### src/sps_pkg.sv
// Package of constants and carrier types for the stall prevention supervisor.
//------------------------------------------------------------------------------
// Overview of operation
//------------------------------------------------------------------------------
// Overview of operation
// - Current above level steers frequency to lower it.
// - Current above fast limit shuts drive off.
// - Stall level 0.1-150%, default 120%, 0 disables.
// - Percent of inverter or PM motor rated current.
// - Accel decelerates, constant decelerates, decel accelerates.
// - High-speed factor 0-200%, 9999 keeps level constant.
// - Reduction start frequency 0-400Hz, default 60Hz.
// - Second level 0, 0.1-150%, 9999 equals primary.
// - Second-function select uses the second level.
// - Overvoltage suppress select: 1 off, 11 on.
// - Behaviour select 0-31, 100, 101 gates actions.
// - Stall flag asserted for longer than 100ms.
// - Flag drops when current at or below level.
// - Flag delay: 0 now, 0.1-25s delayed, 9999 never.
// - Flag also set by regen avoidance or overvoltage stall.
// - Terminal code 3 active-high, 103 active-low.
// - At 1Hz for 3s under stall, fault and trip.
package sps_pkg;

	// Clock and time bases.
	localparam int CLK_HZ          = 50_000_000;
	localparam int MS_PER_S        = 1000;
	localparam int TICK_MS         = 100;
	localparam int TICK_CYC        = CLK_HZ / MS_PER_S * TICK_MS;
	localparam int MIN_HOLD_MS     = 100;
	localparam int MIN_HOLD_TICKS  = MIN_HOLD_MS / TICK_MS + 1;
	localparam int FAULT_TIME_S    = 3;
	localparam int FAULT_TICKS     = FAULT_TIME_S * MS_PER_S / TICK_MS;

	// Setting encodings; percents and hertz in tenths, delay in 0.1 s.
	localparam logic [15:0] SETTING_9999    = 16'h270F;
	localparam logic [15:0] LEVEL_MAX       = 16'h05DC;
	localparam logic [15:0] LEVEL_DEFAULT   = 16'h04B0;
	localparam logic [15:0] FACTOR_MAX      = 16'h07D0;
	localparam logic [15:0] FACTOR_UNITY    = 16'h03E8;
	localparam logic [15:0] FREQ_MAX        = 16'h0FA0;
	localparam logic [15:0] REDUCE_DEFAULT  = 16'h0258;
	localparam logic [15:0] FREQ_FLOOR      = 16'h000A;
	localparam logic [15:0] DELAY_MAX       = 16'h00FA;
	localparam logic [7:0]  OVS_OFF         = 8'h01;
	localparam logic [7:0]  OVS_ON          = 8'h0B;
	localparam logic [7:0]  BEH_MAX         = 8'h1F;
	localparam logic [7:0]  BEH_100         = 8'h64;
	localparam logic [7:0]  BEH_101         = 8'h65;
	localparam logic [7:0]  TERM_POS        = 8'h03;
	localparam logic [7:0]  TERM_NEG        = 8'h67;

	// Parameter settings carried together.
	typedef struct packed {
		logic [15:0] stall_level_setting;
		logic [15:0] high_speed_level_factor;
		logic [15:0] second_stall_level;
		logic [15:0] level_reduction_start_freq;
		logic [7:0]  overvoltage_suppress_select;
		logic [7:0]  stall_behavior_select;
		logic [15:0] overload_flag_delay;
		logic [7:0]  output_terminal_assign_a;
		logic [7:0]  output_terminal_assign_b;
	} sps_settings_s;

	// Drive state from the ramp generator.
	typedef struct packed {
		logic        accelerating;
		logic        decelerating;
		logic [15:0] output_freq;
		logic [15:0] output_current;
	} sps_drive_s;

	// Frequency adjustment command.
	typedef enum logic [1:0] {
		SPS_ADJ_NONE,
		SPS_ADJ_HOLD,
		SPS_ADJ_DOWN,
		SPS_ADJ_UP
	} sps_adj_e;

endpackage

### src/sps_supervisor.sv
// Stall prevention supervisor: level select, action, flag and fault.
`timescale 1ns/100ps

module sps_supervisor
	import sps_pkg::*;
#(
	parameter int TICK_CYCLES = TICK_CYC
) (
	// Clock and reset.
	input  wire logic          mclk_in,
	input  wire logic          rst_n_in,
	// Settings and drive state.
	input  wire sps_settings_s settings_in,
	input  wire sps_drive_s    drive_in,
	input  wire logic [15:0]   fast_limit_in,
	input  wire logic          pm_motor_mode_in,
	// Asynchronous status pins.
	input  wire logic          second_function_select_in,
	input  wire logic          regen_avoid_active_in,
	input  wire logic          ov_stall_active_in,
	// Drive commands.
	output sps_adj_e           freq_adjust_out,
	output logic               drive_shutoff_out,
	output logic               ov_suppress_out,
	output logic               stall_frequency_fault_out,
	// Flag and terminals.
	output logic               stall_active_flag_out,
	output logic               terminal_a_out,
	output logic               terminal_b_out,
	output logic               settings_error_out
);

	//--------------------------------------------------------------------------
	// Pin synchronisers
	//--------------------------------------------------------------------------
	logic [2:0] sync1_ff;
	logic [2:0] sync2_ff;

	// Two flops per asynchronous pin; only stage two is read.
	always_ff @(posedge mclk_in or negedge rst_n_in) begin
		if (!rst_n_in) begin
			sync1_ff <= 3'h0;
			sync2_ff <= 3'h0;
		end else begin
			sync1_ff <= {ov_stall_active_in, regen_avoid_active_in,
				second_function_select_in};
			sync2_ff <= sync1_ff;
		end
	end

	wire second_sel = sync2_ff[0];
	wire ext_stall  = sync2_ff[1] | sync2_ff[2];

	//--------------------------------------------------------------------------
	// Active level
	//--------------------------------------------------------------------------
	logic [15:0] base_level;
	logic [15:0] active_level;
	logic [31:0] scaled;
	logic        beh_ok;
	logic        stall_en;
	logic        fast_en;

	// Level selection, high-speed reduction and behaviour decode.
	always_comb begin
		base_level = settings_in.stall_level_setting;
		if (second_sel &&
			settings_in.second_stall_level != SETTING_9999) begin
			base_level = settings_in.second_stall_level;
		end
		// Zero or out of range disables the stall level.
		if (base_level > LEVEL_MAX) begin
			base_level = 16'h0000;
		end
		active_level = base_level;
		scaled = 32'h0;
		// Level scaled by start over output frequency above the start frequency.
		if (settings_in.high_speed_level_factor != SETTING_9999 &&
			settings_in.high_speed_level_factor <= FACTOR_MAX &&
			drive_in.output_freq > settings_in.level_reduction_start_freq &&
			settings_in.level_reduction_start_freq <= FREQ_MAX) begin
			scaled = 32'(base_level) *
				32'(settings_in.level_reduction_start_freq) /
				32'(drive_in.output_freq);
			active_level = scaled[15:0];
			if (active_level == 16'h0000 && base_level != 16'h0000) begin
				active_level = 16'h0001;
			end
		end
		beh_ok = settings_in.stall_behavior_select <= BEH_MAX ||
			settings_in.stall_behavior_select == BEH_100 ||
			settings_in.stall_behavior_select == BEH_101;
		stall_en = beh_ok && active_level != 16'h0000;
		fast_en  = beh_ok && settings_in.stall_behavior_select[3] == 1'b0;
	end

	// The current input is already scaled to the rated current
	// of the motor in use; the mode only documents the reference.
	wire over_level = stall_en && (drive_in.output_current > active_level);

	//--------------------------------------------------------------------------
	// Frequency action and shutoff
	//--------------------------------------------------------------------------
	// Choose direction that lowers the current.
	always_ff @(posedge mclk_in or negedge rst_n_in) begin
		if (!rst_n_in) begin
			freq_adjust_out <= SPS_ADJ_NONE;
		end else if (!over_level) begin
			freq_adjust_out <= SPS_ADJ_NONE;
		end else if (drive_in.accelerating) begin
			freq_adjust_out <= SPS_ADJ_DOWN;
		end else if (drive_in.decelerating) begin
			freq_adjust_out <= SPS_ADJ_UP;
		end else begin
			freq_adjust_out <= SPS_ADJ_DOWN;
		end
	end

	// Fast limit cuts the drive at once and holds for the cycle.
	always_ff @(posedge mclk_in or negedge rst_n_in) begin
		if (!rst_n_in) begin
			drive_shutoff_out <= 1'b0;
		end else begin
			drive_shutoff_out <= fast_en &&
				drive_in.output_current > fast_limit_in;
		end
	end

	// Overvoltage suppression only while stall action runs.
	always_ff @(posedge mclk_in or negedge rst_n_in) begin
		if (!rst_n_in) begin
			ov_suppress_out <= 1'b0;
		end else begin
			ov_suppress_out <= over_level &&
				settings_in.overvoltage_suppress_select == OVS_ON;
		end
	end

	// Flags behaviour and overvoltage select codes that are outside the accepted ranges.
	always_ff @(posedge mclk_in or negedge rst_n_in) begin
		if (!rst_n_in) begin
			settings_error_out <= 1'b0;
		end else begin
			settings_error_out <= !beh_ok ||
				(settings_in.overvoltage_suppress_select != OVS_OFF &&
				settings_in.overvoltage_suppress_select != OVS_ON);
		end
	end

	//--------------------------------------------------------------------------
	// Time base
	//--------------------------------------------------------------------------
	logic [31:0] div_ff;
	logic        tick_ff;

	// One pulse each 100 ms.
	always_ff @(posedge mclk_in or negedge rst_n_in) begin
		if (!rst_n_in) begin
			div_ff  <= 32'h0;
			tick_ff <= 1'b0;
		end else if (div_ff == 32'(TICK_CYCLES - 1)) begin
			div_ff  <= 32'h0;
			tick_ff <= 1'b1;
		end else begin
			div_ff  <= div_ff + 32'h1;
			tick_ff <= 1'b0;
		end
	end

	//--------------------------------------------------------------------------
	// Stall-active flag
	//--------------------------------------------------------------------------
	logic [15:0] delay_ff;
	logic [7:0]  hold_ff;
	logic        flag_ff;
	wire         stall_cond = over_level || ext_stall;
	wire         delay_off  = settings_in.overload_flag_delay == SETTING_9999;
	wire         delay_done = delay_ff >= settings_in.overload_flag_delay;

	// Count continuous stall time; restart when it ends.
	always_ff @(posedge mclk_in or negedge rst_n_in) begin
		if (!rst_n_in) begin
			delay_ff <= 16'h0;
		end else if (!stall_cond) begin
			delay_ff <= 16'h0;
		end else if (tick_ff && !delay_done) begin
			delay_ff <= delay_ff + 16'h1;
		end
	end

	// Assert after delay, hold past 100 ms, drop at level.
	always_ff @(posedge mclk_in or negedge rst_n_in) begin
		if (!rst_n_in) begin
			flag_ff <= 1'b0;
			hold_ff <= 8'h0;
		end else if (stall_cond && delay_done && !delay_off) begin
			if (!flag_ff) begin
				hold_ff <= 8'(MIN_HOLD_TICKS);
			end else if (tick_ff && hold_ff != 8'h0) begin
				hold_ff <= hold_ff - 8'h1;
			end
			flag_ff <= 1'b1;
		end else if (flag_ff && hold_ff != 8'h0) begin
			if (tick_ff) begin
				hold_ff <= hold_ff - 8'h1;
			end
		end else begin
			flag_ff <= 1'b0;
		end
	end

	assign stall_active_flag_out = flag_ff;

	// Terminal mapping by function code.
	function automatic logic term_map(input logic [7:0] code,
		input logic flag);
		if (code == TERM_POS) begin
			term_map = flag;
		end else if (code == TERM_NEG) begin
			term_map = !flag;
		end else begin
			term_map = 1'b0;
		end
	endfunction

	always_ff @(posedge mclk_in or negedge rst_n_in) begin
		if (!rst_n_in) begin
			terminal_a_out <= 1'b0;
			terminal_b_out <= 1'b0;
		end else begin
			terminal_a_out <= term_map(settings_in.output_terminal_assign_a,
				flag_ff);
			terminal_b_out <= term_map(settings_in.output_terminal_assign_b,
				flag_ff);
		end
	end

	//--------------------------------------------------------------------------
	// Stall frequency fault
	//--------------------------------------------------------------------------
	logic [7:0] low_ff;
	wire        at_floor = over_level && drive_in.output_freq <= FREQ_FLOOR;

	// Time at 1 Hz under stall action; fault latches until reset.
	always_ff @(posedge mclk_in or negedge rst_n_in) begin
		if (!rst_n_in) begin
			low_ff                    <= 8'h0;
			stall_frequency_fault_out <= 1'b0;
		end else if (!at_floor) begin
			low_ff <= 8'h0;
		end else if (tick_ff) begin
			if (low_ff == 8'(FAULT_TICKS - 1)) begin
				stall_frequency_fault_out <= 1'b1;
			end else begin
				low_ff <= low_ff + 8'h1;
			end
		end
	end
endmodule // sps_supervisor

### config.mk
export PLATFORM = sky130hd
export DESIGN_NAME = sps_supervisor
export DESIGN_NICKNAME = d
export VERILOG_FILES = /design/src/sps_pkg.sv /design/src/sps_supervisor.sv
export SDC_FILE = /design/constraint.sdc
export NUM_CORES = 2
export LEC_CHECK = 0
export ABC_CLOCK_PERIOD_IN_PS = 92900
export BUFFER_PORTS_ARGS = -buffer_cell sky130_fd_sc_hd__buf_4
export CORE_MARGIN = 2
export CORE_UTILIZATION = 59
export DETAILED_ROUTE_END_ITERATION = 6
export PLACE_DENSITY = 0.82
export SYNTH_ARGS = -nofsm -noshare
export SYNTH_HDL_FRONTEND = slang
export SYNTH_SLANG_ARGS = --single-unit
### constraint.sdc
create_clock -name mclk_in -period 92.9 [get_ports mclk_in]
set_input_delay 9.29 -clock mclk_in [delete_from_list [all_inputs] [get_ports mclk_in]]
set_output_delay 9.29 -clock mclk_in [all_outputs]
set_load 0.01 [all_outputs]
==> metrics.md, run 1 <==
| Metric | Value |
|---|---|
| Outcome | `stopped before the end` |
| Avg Cell Area, Syn | `7.65 µm²` |
| Stopped at | `5_1_grt` |
| Dominant synthesized flop cell | `dfrtp_1` |
| Cell area after synthesis | `0.0365 mm²` |
| IO Pins | `177` |
| Post-synth top area cell | `ha_1` |
| Placed insts | `7005` |
| Post-GRT worst EP | `hold_ff[0]$_DFFE_PN0P_/D` |
| CTS Buf Count | `9` |
| Most common cell in the netlist | `ha_1` |
| Initial Util | `59.4%` |
| Largest net degree at the start of global routing | `81` |
| Die width | `253 µm` |
| Sequential fraction of the synthesis area | `5.48%` |
| DP Wirelength | `109000 µm` |
| Number of synthesized flops with an enable pin | `0` |
| H-tree Lvls | `3` |
| Num Clock Sinks | `80` |
| Post-place setup slack | `-7.48 ns` |
| Yosys Warn Count | `0` |
| RePlAce Congestion | `0.972` |
| Die H | `253 µm` |
| Top post-synthesis cells by area | `ha_1 (19%), fa_1 (11%), dfrtp_1 (5.5%), o21a_1 (4.4%), nand2_1 (4.3%)` |
| Flops & latches, synth | `80` |
| Buffers on Ports | `174` |
| Synth top cells by count | `ha_1 (567), nand2_1 (422), nor2_1 (371), inv_1 (358), a21oi_1 (285)` |
| Ys async rst share | `100%` |
| Total gr overflow | `668` |
| Site Rows | `91` |
| Root buf cell | `clkbuf_16` |
| Post-synth top area share | `19.4%` |
| GR Util All Layers | `85.1%` |
| Log Error | `[ERROR GRT-0232] Routing congestion too high. Check the congestion heatmap in the GUI.` |
| Worst EP kind | `register data pin` |
| Cell count after synthesis | `4774` |
| Clk buf depth | `2` |
| Synth cell types | `128` |
==> stage by stage <==
stage	hold slack [ns]	util, %	instance area [µm²]
floorplan	0.331	-	38500
global placement	0.334	81.0	49800
CTS	0.364	83.9	51600
detailed placement	0.341	81.0	49800
==> logic make-up after synthesis <==
family,after synthesis,synth area share (%)
AND/OR/NAND/NOR,1711,23.5
multiplexers,127,3.80
adder cells (fa/ha/maj),762,30.1
AO/OA/AOI/OAI,1332,25.5
XOR/XNOR,270,6.47
other,2,0.0206
flip-flops,80,5.48
buffers and inverters,490,5.18
==> routing by layer <==
layer  GRT overflow  global-route usage (%)
met1             20                    82.1
met2            423                    98.1
met3             30                    76.0
met4            193                    87.8
met5              2                    49.1
==> what timing repair did <==
| action | in CTS |
|---|---|
| gates resized for setup | 163 |
| buffers inserted | 99 |
| pin swaps | 123 |
| cloned | 5 |
| hold buffers | 0 |
| endpoints found under the setup margin | 37 |
==> run 2, diff against run 1 <==
ABC_CLOCK_PERIOD_IN_PS = 120800   (was 92900)
CORE_UTILIZATION = 40   (was 59)
PLACE_DENSITY = default   (was 0.82)
PLACE_DENSITY_LB_ADDON = 0.15   (was default)
clock period = 120.8 ns   (was 92.9 ns; I/O delays follow)
==> metrics.md, run 2 <==
| Metric | Value |
|---|---|
| Outcome | `completed` |
| H-tree Lvls | `3 (unchanged)` |
| DRT Pass-1 Iters | `6` |
| Cell count after synthesis | `4774 (unchanged)` |
| FF+latch area | `0.00200 mm²` |
| Share of cells above drive strength 1 | `14.8%` |
| Residual DRC | `0` |
| Fmax | `8.77 MHz` |
| Max cap viols | `0` |
| RePlAce Congestion | `0.893 (-8.1%)` |
| Most common cell in the netlist | `ha_1` |
| Post-synth top area share | `19.4% (unchanged)` |
| Required time worst endpoint | `121.07 ns` |
| CTS Buf Count | `9 (unchanged)` |
| Clock latency at the later pin of the worst-skew pair | `0.33 ns` |
| Reg-to-Reg Start | `sync2_ff[0]$_DFF_PN0_` |
| CTS tree | `yes` |
| Die H | `306 µm (+21%)` |
| # fillers | `9078` |
| Vias in the first global route | `34500` |
| Clock skew | `0.00742 ns` |
| Buf+Inv Stages, Crit Path | `29` |
| R2r endpoint | `stall_frequency_fault_out$_DFFE_PN0P_` |
| GR Util All Layers | `24.0%` |
| Site Rows | `110 (+21%)` |
| Number of flip-flops in the largest register | `32` |
| Synth top cells by count | `ha_1 (567), nand2_1 (422), nor2_1 (371), inv_1 (358), a21oi_1 (285)` |
| Final nets | `6158` |
| Vias per cell | `5.66` |
| Tmin final | `114.09 ns` |
| Final WL | `115000 µm` |
| FF-to-FF path depth | `467` |
| Final hold vios | `0` |
| Layout Area Growth over Synthesis | `14.9%` |
| Worst path most repeated cell | `o21a_1` |
| Avg Cell Area, Syn | `7.65 µm² (unchanged)` |
| Initial Util | `40.5% (-19 points)` |
| Slowest stage delay, CP | `0.68 ns` |
| RSZ-0062 raised after global routing | `no` |
| Critical Path End Type | `register` |
| Cts hold-fix bufs | `0 (unchanged)` |
| Slew margin rel. | `32.6%` |
| Yosys Warn Count | `0 (unchanged)` |
| Worst slew pin tran | `1.01 ns` |
| Root buf cell | `clkbuf_16` |
| First-pass GRT wire length | `185000 µm` |
| Antenna violation net count after detailed routing | `0` |
| Max Slew Vio Count | `0` |
| Largest registers | `div_ff: 32 flops, delay_ff: 16 flops` |
| Number of synthesized flops with an enable pin | `0 (unchanged)` |
| Top Family by Delay on Critical Path | `compound AO/OA/AOI/OAI gates` |
| WL/cell | `17.9 µm` |
| Num Clock Sinks | `80 (unchanged)` |
| Drt initial violations | `2560` |
| Kind of critical path | `in -> reg` |
| Sequential fraction of the synthesis area | `5.48% (unchanged)` |
| Final setup vio count | `0` |
| Top post-synthesis cells by area | `ha_1 (19%), fa_1 (11%), dfrtp_1 (5.5%), o21a_1 (4.4%), nand2_1 (4.3%)` |
| Worst hold path startpoint | `sync1_ff[1]$_DFF_PN0_` |
| Clk slew on worst S/H paths | `0.06 ns` |
| Worst reg2reg setup slack | `18.96 ns` |
| Crit-path slowest cell | `or4b_2` |
| Vias | `36300` |
| Hold Path Depth | `0` |
| Post-synth top area cell | `ha_1` |
| Largest Register | `div_ff` |
| DP Wirelength | `94500 µm (-13%)` |
| Synth cell types | `128 (unchanged)` |
| Die width | `306 µm (+21%)` |
| Flops & latches, synth | `80 (unchanged)` |
| Tcrit/Tclk final | `94.4%` |
| Setup TNS | `0 ns` |
| Critical path arrival | `114.36 ns` |
| Multi-input combinational cell area | `0.0332 mm²` |
| Ys async rst share | `100% (unchanged)` |
| Antenna violations before repair | `10` |
| CP max FO | `45` |
| IO Pins | `177 (unchanged)` |
| Crit path launch type | `input pin` |
| Dominant synthesized flop cell | `dfrtp_1` |
| Total gr overflow | `0` |
| Largest net degree at the start of global routing | `81` |
| Worst Hold End | `sync2_ff[1]$_DFF_PN0_` |
| Hold crit path type | `reg -> reg` |
| DIE AREA | `0.0938 mm²` |
| Most frequent cells in the layout | `ha_1 (567), buf_4 (485), nand2_1 (421)` |
| Clk buf depth | `2 (unchanged)` |
| Cell area after synthesis | `0.0365 mm² (unchanged)` |
| Buffers on Ports | `174 (unchanged)` |
| Core area | `0.0903 mm²` |
| Commonest non-fill, non-tap cell in the layout | `ha_1` |
[run 2: layout make-up]
| cell class | count | share of cell area (%) |
|---|---|---|
| multi-input combinational | 4282 | 78.9 |
| timing repair buffer | 488 | 8.79 |
| sequential | 80 | 4.77 |
| tap | 1176 | 3.50 |
| inverter | 368 | 3.30 |
| clock buffer | 10 | 0.569 |
| clock inverter | 6 | 0.119 |
| antenna | 1 | 0.00596 |
[run 2: repair_timing]
item                                    in CTS  in global routing
endpoints found under the setup margin       0                 37
setup buffers                                0                 15
resized for setup                            0                 34
hold endpoints to repair                     0                  0
[run 2: stage by stage]
stage          cell area (µm²)  setup slack, ns  instances  hold WS (ns)  util (%)
6_report                 42000             6.71       6411         0.347      46.5
5_1_grt                  42000           0.0304       6411         0.355      46.5
4_1_cts                  41700             3.21       6395         0.349      46.2
3_5_place_dp             41400             3.35       6379         0.335      45.9
3_3_place_gp             41400             3.62       6379         0.333      45.9
2_1_floorplan            36800            10.34       4852         0.331         -
[run 2: kinds of logic (layout without fill, tap and decap cells)]
| kind of cell | Yosys count | count (layout) | share of synthesized area, % |
|---|---|---|---|
| other | 2 | 81 | 0.0206 |
| xor gates and xnor gates | 270 | 270 | 6.47 |
| and+or+nand+nor | 1711 | 1711 | 23.5 |
| adders and majority gates | 762 | 762 | 30.1 |
| AOI/OAI and AO/OA | 1332 | 1332 | 25.5 |
| muxes | 127 | 127 | 3.80 |
| DFF | 80 | 80 | 5.48 |
| buffers and inverters | 490 | 872 | 5.18 |
[run 2: how the worst max path moves through the flow]
stage	start	to	slack, ns	cells past startpoint
floorplan	settings_in[75]	hold_ff[1]$_DFFE_PN0P_	10.34	495
global placement	settings_in[75]	stall_frequency_fault_out$_DFFE_PN0P_	3.62	464
detailed placement	settings_in[75]	stall_frequency_fault_out$_DFFE_PN0P_	3.35	466
CTS	settings_in[75]	stall_frequency_fault_out$_DFFE_PN0P_	3.21	465
global route	settings_in[75]	stall_frequency_fault_out$_DFFE_PN0P_	0.03	476
finish	settings_in[75]	stall_frequency_fault_out$_DFFE_PN0P_	6.71	469
[run 2: per-layer routing]
metal / GRT usage, % / routed length [µm]
met3: 2.67 / 5850
met1: 35.4 / 57700
met5: 0 / 22
met2: 37.6 / 49000
met4: 4.54 / 2390
[run 2: worst register-to-register path: cells and delay by family, from the launching register on]
family          cells  cell delay [ns]
flops               1             0.42
mux                 6             2.01
compound gates    284            58.35
buf+inv            28             4.88
simple gates      110            22.84
fa+ha+maj          39            13.24
Power of run 2 is left out: the tool's default activity adds up to more than one toggle a clock period on the data nets, which glitch-free logic cannot reach.
